File: src/include/tws_map.svh
// constants for the two-wire register slave
// assumes inclusion by the package and the slave design file
`ifndef TWS_MAP_SVH
`define TWS_MAP_SVH
`define TWS_DEV_ADDR 7'h10
`define TWS_REG_AW 16
`define TWS_MEM_AW 8
`define TWS_BITS_PER_BYTE 4'h8
`define TWS_DIR_READ 1'b1
`define TWS_DIR_WRITE 1'b0
`endif

File: src/include/tws_pkg.sv
// types for the two-wire register slave
// assumes tws_map.svh on the include path
`include "tws_map.svh"
package tws_pkg;
  typedef enum logic [6:0] {
    TWS_IDLE = 7'h01,
    TWS_DEVA = 7'h02,
    TWS_ADHI = 7'h04,
    TWS_ADLO = 7'h08,
    TWS_WDAT = 7'h10,
    TWS_RDAT = 7'h20,
    TWS_SKIP = 7'h40
  } tws_state_t;
endpackage : tws_pkg

File: src/design/tws_slave.sv
// two-wire serial register slave, 16-bit register address
// assumes the master drives the clock line; pins come from outside
`include "tws_map.svh"

module tws_slave #(
  parameter logic [6:0] DEV_ADDR = `TWS_DEV_ADDR,
  parameter int MEM_AW = `TWS_MEM_AW
) (
  input wire logic ref_clk_in,
  input wire logic rst_b_in,
  input wire logic serial_clock_in,
  input wire logic serial_data_line_in,
  output logic serial_data_line_out,
  output logic serial_data_line_oe_out,
  output tws_pkg::tws_state_t state_out
);
  import tws_pkg::*;

  // ****************************************
  // pin synchronisers
  // ****************************************
  logic [1:0] scl_sync_r, sda_sync_r;
  logic scl_d_r, sda_d_r;
  always_ff @(posedge ref_clk_in or negedge rst_b_in)
  begin
    if (!rst_b_in)
    begin
      scl_sync_r <= 2'h3;
      sda_sync_r <= 2'h3;
      scl_d_r <= 1'b1;
      sda_d_r <= 1'b1;
    end
    else
    begin
      scl_sync_r <= {scl_sync_r[0], serial_clock_in};
      sda_sync_r <= {sda_sync_r[0], serial_data_line_in};
      scl_d_r <= scl_sync_r[1];
      sda_d_r <= sda_sync_r[1];
    end
  end
  wire scl = scl_sync_r[1];
  wire sda = sda_sync_r[1];
  wire scl_rise = scl & ~scl_d_r;
  wire scl_fall = ~scl & scl_d_r;
  wire start_cond = scl & scl_d_r & sda_d_r & ~sda;
  wire stop_cond = scl & scl_d_r & ~sda_d_r & sda;

  // ****************************************
  // byte engine
  // ****************************************
  tws_state_t state_r, state_nxt;
  logic [3:0] bit_r;
  logic [7:0] sh_r;
  logic ack_ph_r;
  logic [`TWS_REG_AW-1:0] ptr_r;
  logic drv_r, sdo_r;
  logic pull_r;
  logic ack_own_r;
  logic [7:0] rd_data;
  logic wr_en_r;

  wire byte_done = scl_rise & ~ack_ph_r & (bit_r == 4'h7);
  wire [7:0] byte_in = {sh_r[6:0], sda};
  wire addr_hit = byte_in[7:1] == DEV_ADDR;
  wire is_read = byte_in[0] == `TWS_DIR_READ;
  wire mst_nack = scl_rise & ack_ph_r & ~ack_own_r & sda;

  function automatic logic recv_state(input tws_state_t s);
    recv_state = (s == TWS_DEVA) | (s == TWS_ADHI) |
                 (s == TWS_ADLO) | (s == TWS_WDAT);
  endfunction : recv_state

  // our ack only for bytes we take in, never for a foreign address
  wire ack_due = recv_state(state_r) &
                 ~(state_r == TWS_DEVA & ~addr_hit);

  always_comb
  begin
    state_nxt = state_r;
    if (stop_cond)
      state_nxt = TWS_IDLE;
    else if (start_cond)
      state_nxt = TWS_DEVA;
    else if (byte_done)
    begin
      unique case (state_r)
        TWS_DEVA: state_nxt = !addr_hit ? TWS_SKIP :
                              (is_read ? TWS_RDAT : TWS_ADHI);
        TWS_ADHI: state_nxt = TWS_ADLO;
        TWS_ADLO: state_nxt = TWS_WDAT;
        default: state_nxt = state_r;
      endcase
    end
    else if (state_r == TWS_RDAT && mst_nack)
      state_nxt = TWS_SKIP;
  end

  always_ff @(posedge ref_clk_in or negedge rst_b_in)
  begin
    if (!rst_b_in)
    begin
      state_r <= TWS_IDLE;
      bit_r <= 4'h0;
      sh_r <= 8'h00;
      ack_ph_r <= 1'b0;
      ptr_r <= 16'h0000;
      wr_en_r <= 1'b0;
    end
    else
    begin
      state_r <= state_nxt;
      wr_en_r <= 1'b0;
      if (start_cond | stop_cond)
      begin
        bit_r <= 4'h0;
        ack_ph_r <= 1'b0;
      end
      else if (scl_rise)
      begin
        if (ack_ph_r)
        begin
          ack_ph_r <= 1'b0;
          bit_r <= 4'h0;
        end
        else
        begin
          sh_r <= byte_in;
          bit_r <= bit_r + 4'h1;
          ack_ph_r <= (bit_r == 4'h7);
        end
        if (byte_done && state_r == TWS_ADHI)
          ptr_r[15:8] <= byte_in;
        if (byte_done && state_r == TWS_ADLO)
          ptr_r[7:0] <= byte_in;
        if (byte_done && state_r == TWS_WDAT)
          wr_en_r <= 1'b1;
        if (state_r == TWS_RDAT && ack_ph_r && !ack_own_r)
          ptr_r <= ptr_r + 16'h0001;
      end
      if (wr_en_r)
        ptr_r <= ptr_r + 16'h0001;
    end
  end

  // ****************************************
  // data line driver, driven on falling clock, released at once on start, stop, skip or idle
  // ****************************************
  // ack_own_r marks an ack that is ours; the read address ack comes
  // when the state already says read, so state alone cannot tell
  logic [7:0] tx_r;
  wire quiet = start_cond | stop_cond | state_r == TWS_SKIP |
               state_r == TWS_IDLE;
  // first bit takes fresh memory word, later bits shift
  wire first_bit = bit_r == 4'h0;
  wire tx_bit = first_bit ? rd_data[7] : tx_r[7];
  wire [7:0] tx_nxt = first_bit ? {rd_data[6:0], 1'b0} :
                      {tx_r[6:0], 1'b0};
  always_ff @(posedge ref_clk_in or negedge rst_b_in)
  begin
    if (!rst_b_in)
    begin
      drv_r <= 1'b0;
      sdo_r <= 1'b1;
      pull_r <= 1'b0;
      ack_own_r <= 1'b0;
      tx_r <= 8'h00;
    end
    else if (quiet)
    begin
      drv_r <= 1'b0;
      pull_r <= 1'b0;
      ack_own_r <= 1'b0;
    end
    else if (byte_done)
      ack_own_r <= ack_due;
    else if (scl_fall)
    begin
      if (ack_ph_r && ack_own_r)
      begin
        drv_r <= 1'b1;
        sdo_r <= 1'b0;
        pull_r <= 1'b1;
      end
      else if (state_r == TWS_RDAT && !ack_ph_r)
      begin
        drv_r <= 1'b1;
        sdo_r <= tx_bit;
        pull_r <= ~tx_bit;
        tx_r <= tx_nxt;
      end
      else
      begin
        // master acks read bytes
        drv_r <= 1'b0;
        pull_r <= 1'b0;
      end
    end
  end

  assign serial_data_line_out = sdo_r;
  assign serial_data_line_oe_out = pull_r;
  assign state_out = state_r;

  // ****************************************
  // register storage
  // ****************************************
  tws_regmem #(.AW(MEM_AW)) u_mem (
    .ref_clk_in(ref_clk_in),
    .wr_en_in(wr_en_r),
    .addr_in(ptr_r[MEM_AW-1:0]),
    .wr_data_in(sh_r),
    .rd_data_out(rd_data)
  );

  // ****************************************
  // checks
  // ****************************************
  chk_foreign_quiet: assert property (@(posedge ref_clk_in)
    disable iff (!rst_b_in) state_r == TWS_SKIP |=> !serial_data_line_oe_out)
    else $error("driving line while ignoring transfer");
  chk_nack_release: assert property (@(posedge ref_clk_in)
    disable iff (!rst_b_in) (state_r == TWS_RDAT && mst_nack) |=> ##1 !drv_r)
    else $error("line held after master nack");
  chk_write_step: assert property (@(posedge ref_clk_in)
    disable iff (!rst_b_in) wr_en_r |=> ptr_r == $past(ptr_r) + 16'h0001)
    else $error("pointer did not advance after write");
  chk_addr_hi: assert property (@(posedge ref_clk_in)
    disable iff (!rst_b_in) (byte_done && state_r == TWS_ADHI && !stop_cond
    && !start_cond) |=> ptr_r[15:8] == $past(byte_in) && state_r == TWS_ADLO)
    else $error("high address byte not taken");
  chk_dir_read: assert property (@(posedge ref_clk_in)
    disable iff (!rst_b_in) (byte_done && state_r == TWS_DEVA && addr_hit
    && is_read && !stop_cond && !start_cond) |=> state_r == TWS_RDAT)
    else $error("read direction not honoured");
  chk_write_store: assert property (@(posedge ref_clk_in)
    disable iff (!rst_b_in) (byte_done && state_r == TWS_WDAT && !stop_cond
    && !start_cond) |=> wr_en_r)
    else $error("data byte not stored");
  chk_start_resets: assert property (@(posedge ref_clk_in)
    disable iff (!rst_b_in) start_cond && !stop_cond |=> state_r == TWS_DEVA)
    else $error("start did not open address phase");
  chk_ack_low: assert property (@(posedge ref_clk_in)
    disable iff (!rst_b_in) (scl_fall && ack_ph_r && recv_state(state_r)
    && !start_cond && !stop_cond) |=> serial_data_line_oe_out)
    else $error("no acknowledge driven");
endmodule : tws_slave

File: src/design/tws_regmem.sv
// register storage behind the two-wire slave
// assumes one clock, single write port, registered read
module tws_regmem #(
  parameter int AW = 8
) (
  input wire logic ref_clk_in,
  input wire logic wr_en_in,
  input wire logic [AW-1:0] addr_in,
  input wire logic [7:0] wr_data_in,
  output logic [7:0] rd_data_out
);
  logic [7:0] mem_r [0:(1<<AW)-1];

  always_ff @(posedge ref_clk_in)
  begin
    if (wr_en_in)
    begin
      mem_r[addr_in] <= wr_data_in;
    end
    rd_data_out <= mem_r[addr_in];
  end
endmodule : tws_regmem

File: config.mk
export PLATFORM = sky130hd
export DESIGN_NAME = tws_slave
export DESIGN_NICKNAME = d
export VERILOG_FILES = /design/src/include/tws_pkg.sv /design/src/design/tws_slave.sv /design/src/design/tws_regmem.sv
export VERILOG_INCLUDE_DIRS = /design/src /design/src/include
export SDC_FILE = /design/constraint.sdc
export NUM_CORES = 2
export LEC_CHECK = 0
export BUFFER_PORTS_ARGS = -buffer_cell sky130_fd_sc_hd__clkbuf_2
export CORE_ASPECT_RATIO = 1.4
export CORE_UTILIZATION = 59
export DETAILED_ROUTE_END_ITERATION = 8
export HOLD_SLACK_MARGIN = 0.1
export PLACE_DENSITY = 0.75
export SLEW_MARGIN = 20
export SYNTH_ARGS = -nofsm -noshare
export SYNTH_HDL_FRONTEND = slang
export SYNTH_HIERARCHICAL = 1
export SYNTH_SLANG_ARGS = --single-unit
File: constraint.sdc
create_clock -name ref_clk_in -period 4.9 [get_ports ref_clk_in]
set_clock_uncertainty 0.05 [all_clocks]
set_input_delay 1.47 -clock ref_clk_in [delete_from_list [all_inputs] [get_ports ref_clk_in]]
set_output_delay 1.47 -clock ref_clk_in [all_outputs]
set_load 0.05 [all_outputs]
# Yosys cells after proc, flatten, opt, wreduce, memory -nomap -nowiden
# Memories as Yosys holds them, arrays and structs flattened. A register that Yosys moved wholly into a read port is not among the register bits.
# Cells that the tools add are included.
[classes]
n_addsub = 2
eq_ne = 12
muxes = 35
bitwise_logic = 33
reduce_logical = 26
[ops]
columns = ["operator", "n"]
rows = [
  ["$mux 16", 4],
  ["$mux 7", 5],
  ["$mux 8", 3],
  ["$pmux 7 s3", 1],
  ["$mux 1", 18],
  ["$add 16x1->16 const B", 1],
  ["$and 1x1->1", 14],
  ["$eq 7x5->1 const B", 2],
  ["$not 1->1", 13],
  ["$mux 4", 3],
  ["$reduce_bool 2->1", 5],
  ["$reduce_and 3->1", 3],
  ["$logic_and 1x1->1", 8],
  ["$eq 7x1->1 const B", 1],
  ["$eq 7x2->1 const B", 1],
  ["$eq 7x3->1 const B", 1],
  ["$eq 7x4->1 const B", 1],
  ["$eq 7x6->1 const B", 1],
  ["$eq 7x7->1 const B", 1],
  ["$mux 6", 1],
  ["$ne 6x3->1 const B", 1],
  ["$or 1x1->1", 6],
  ["$reduce_bool 3->1", 2],
  ["$reduce_and 5->1", 1],
  ["9 further kinds", 11],
]
[word_totals]
ff_bits = 54
mem_bits_rw = 2048
output_inout_bits = 9
wordCells = 124
mem_count = 1
[memory_table]
columns = ["name", "depth", "width", "read_ports", "rd_ports_with_merged_regs", "write_ports", "line_no", "rtl"]
rows = [
  ["u_mem.mem_r", 256, 8, 1, 1, 1, "tws_regmem.sv:12", "logic [7:0] mem_r [0:(1<<AW)-1];"],
]

# Depth between registers and ports, before layout
[depth]
depth_word = 10
mapped_depth = 10

# By module
# The synthesis kept the hierarchy.
[by_module_without_submodules]
columns = ["mod", "n_inst", "cells_per_inst", "area_each_um2", "seq_area_each_um2"]
rows = [
  ["tws_regmem", 1, 3547, 78492.8, 61659.1],
  ["tws_slave", 1, 227, 2227.1, 1136.1],
]

# Worst setup path after synthesis
# No wires, ideal clock.
[synth_path]
path_type = "register to register"
startpoint = "register sh_r[2]"
endpoint = "register state_r[2] (netlist: state_out[2])"
setup_ns = 0.125
arrival_ns = 4.237
required_ns = 4.725
slack_ns = 0.489
path_stages_with_launch = 6
cell_sequence = "dfrtp_1 nor4_1 nand3_1 nor2_1 and3_1 mux2_2"
[synth_between]
elab_chain_len = 6
[synth_rtl]
columns = ["element", "line_no", "rtl"]
rows = [
  ["start, declared", "tws_slave.sv:53", "logic [7:0] sh_r;"],
  ["start signal, assigned", "tws_slave.sv:127", "sh_r <= byte_in;"],
  ["$eq 7x5->1", "tws_slave.sv:64", "wire addr_hit = byte_in[7:1] == DEV_ADDR;"],
  ["$mux 7", "tws_slave.sv:87", "TWS_DEVA: state_nxt = !addr_hit ? TWS_SKIP :"],
  ["$pmux 7 s3", "tws_slave.sv:86", "unique case (state_r)"],
  ["$mux 7", "tws_slave.sv:84", "else if (byte_done)"],
  ["$mux 7", "tws_slave.sv:82", "else if (start_cond)"],
  ["$mux 7", "tws_slave.sv:80", "if (stop_cond)"],
  ["end signal, assigned", "tws_slave.sv:111", "state_r <= state_nxt;"],
  ["end, declared", "tws_slave.sv:51", "tws_state_t state_r, state_nxt;"],
]
# Every way passes these cells.
# A chain may end at the register's enable or synchronous reset.

==> flow_metrics.tcl <==
set metrics [dict create \
    period_share 0.816 \
    path_max_fanout 107 \
    wl_per_cell_microns 31.8 \
    rsz0062_at_grt "false" \
    critPathKind "reg2reg" \
    synthCells 3774 \
    routed_wl_mm 187 \
    vias 39521 \
    grt_pass1_vias 39950 \
    cts_max_level 4 \
    worst_pin_slew_ns 1.17 \
    place_hpwl_mm 111 \
    synthDistinctLibCells 56 \
    yosysSeqAreaShare 0.778 \
    pwr_density_cell_nw_per_um2 400 \
    yosysTopAreaCellShare 0.762 \
    ys_seq_elements 2101 \
    grt_overflow 0 \
    whs_endpoint "sda_sync_r[1]$_DFF_PN1_" \
    ioPinCount 13 \
    hold_buffers 0 \
    maxCapViolations 0 \
    worstSetupStartpointType "flip-flop" \
    synth-edff-count 2048 \
    grt_pass1_wl_mm 272 \
    final_common_cell "edfxtp_1" \
    status "finished clean" \
    r2r_end "u_mem/rd_data_out[0]$_DFF_P_" \
    p_leak_nw 27.5 \
    rr_startpoint "ptr_r[1]$_DFFE_PN0P_" \
    nets 3953 \
    clock_sinks 2101 \
    hold_class "reg2reg" \
    finalPower_mw 35.8 \
    port_buffers 12 \
    place_ws_ns 0.926 \
    yosys-top-cells-area "edfxtp_1 (76%), mux4_2 (14%), a22oi_1 (2.4%)" \
    cts_setup_buffers 0 \
    clkTransAtPathRegs_ns 0.06 \
    cts-root-buf "clkbuf_16" \
    die_w_microns 315 \
    tns_ns 0 \
    synth_largest_area_cell "edfxtp_1" \
    start_util 0.595 \
    rows 160 \
    worstHoldStart "sda_sync_r[0]$_DFF_PN1_" \
    area_delta_synth_final_pct 11.1 \
    dr.pass1.iters 6 \
    antenna_found_initial 2 \
    cts_buffers 184 \
    num_antenna_cells 0 \
    crit_start "ptr_r[1]$_DFFE_PN0P_" \
    final_max_slew_viol_count 0 \
    required_ns 5.49 \
    synth_nets 3781 \
    fin_ws_ns 0.904 \
    mostFrequentLayoutCells "edfxtp_1 (2,048), mux4_2 (512), a22oi_1 (257)" \
    drive_gt1_frac 0.250 \
    insertion_delay_ns 0.82 \
    synthArstFlopShare 0.0214 \
    finalSetupViolations 0 \
    cts_resized 0 \
    grt_max_degree 238 \
    final-hold-violation-count 0 \
    core_sq_um 136000 \
    synthFlopType "edfxtp_1" \
    tritoncts "yes" \
    yosys_warnings 6 \
    fmax_mhz 250 \
    cp.arrival_ns 4.58 \
    dieArea_sq_um 138000 \
    route.detailed.drc 0 \
    whs_path_depth 0 \
    antenna_left 0 \
    peakVddDrop_mv 0.291 \
    final.min_clock_period_ns 4.00 \
    cts_buffer_depth 3 \
    routed_via_density 6.72 \
    end_kind "flip-flop" \
    synth_area_per_cell_sq_um 21.4 \
    track_usage 0.275 \
    die_h_microns 440 \
    r2r_slack_ns 0.90 \
    gp_congestion 0.879 \
    max-slew-margin-rel 0.222 \
    r2r_cells 6 \
    hold_slack_ns 0.306 \
    syn_area_sq_um 80700 \
    drt_iter0_markers 4712 \
]
cells by family after synthesis:
logic type	count (synthesis)	synth area share
DFF	2101	0.778
muxes	527	0.145
AOI/OAI and AO/OA	460	0.0387
and+or+nand+nor	431	0.0232
buffers and inverters	247	0.0143
xor gates and xnor gates	5	0.000542
adders and majority gates	3	0.000465
stage by stage:
step / utilization / area [sq um] / instances
3_3_place_gp: 0.618 / 83800 / 5540
6_report: 0.661 / 89700 / 5877
3_5_place_dp: 0.618 / 83800 / 5540
4_1_cts: 0.660 / 89600 / 5875
2_1_floorplan: - / 80700 / 3774
5_1_grt: 0.661 / 89700 / 5877
routing by layer:
metal / up-vias / GRT usage / routed length, microns
met5: - / 0 / 18
met2: 2043 / 0.471 / 98200
met1: 20823 / 0.345 / 64200
met3: 453 / 0.0430 / 14500
met4: 2 / 0.135 / 10000
li1: 16200 / - / -
flip-flops by register name, indices dropped and copies added (netlist names), 2 cells and up:
signal	count
tx_r	7
ptr_r	8
u_mem/rd_data_out	8
bit_r	4
sda_sync_r	2
sh_r	8
u_mem/mem_r	2048
scl_sync_r	2
state_out	7
area by class of cell:
type	instances	area [sq um]
fillers	8412	46100
well taps	1782	2230
clock buffers	234	4890
repair buffers	226	1990
inverters	7	26.3
clock inverters	101	871
flip-flops and latches	2101	62800
multi-input cells	1426	16800
worst max-delay path by stage:
stage	end
after floorplan	state_out[2]$_DFFE_PN0P_
after global placement	u_mem/rd_data_out[3]$_DFF_P_
after CTS	u_mem/rd_data_out[0]$_DFF_P_
after global routing	u_mem/rd_data_out[0]$_DFF_P_
after detailed placement	u_mem/rd_data_out[0]$_DFF_P_
final	u_mem/rd_data_out[0]$_DFF_P_
power breakdown:
group	internal (mW)	switching (mW)	total [mW]
Combinational	0.122	0.863	0.986
Sequential	20.6	0.287	20.8
Clock	7.65	6.34	14.0
Total	28.3	7.49	35.8
synthesized netlist by cell type, types with 2 or more instances:
cell type,n
edfxtp_1,2048
mux4_2,512
a22oi_1,257
nor2_1,248
clkbuf_1,149
a21oi_1,131
nand2_1,72
buf_2,39
dfrtp_1,37
nor3_1,32
o41ai_1,32
o21ai_0,21
buf_1,20
nand3_1,20
buf_4,16
buf_6,16
nor2b_1,13
nand4_1,11
mux2i_1,9
dfstp_2,8
dfxtp_1,8
nand2b_1,8
inv_1,7
mux2_2,6
nor3b_1,4
o22ai_1,4
xor2_1,4
and2_1,3
ha_1,3
or2_2,3
a22o_1,2
a31oi_1,2
and3_1,2
nand3b_1,2
nand4b_1,2
o32a_1,2
or3_1,2
critical path, stage by stage, from the launching register on:
cell     delay (ns)
dfrtp_4        1.02
buf_12         0.53
mux4_2         0.41
a22oi_1        0.24
a21oi_1        0.17
o41ai_1        1.06
nand4_1        0.16
Power figures use the tool's default switching activity.
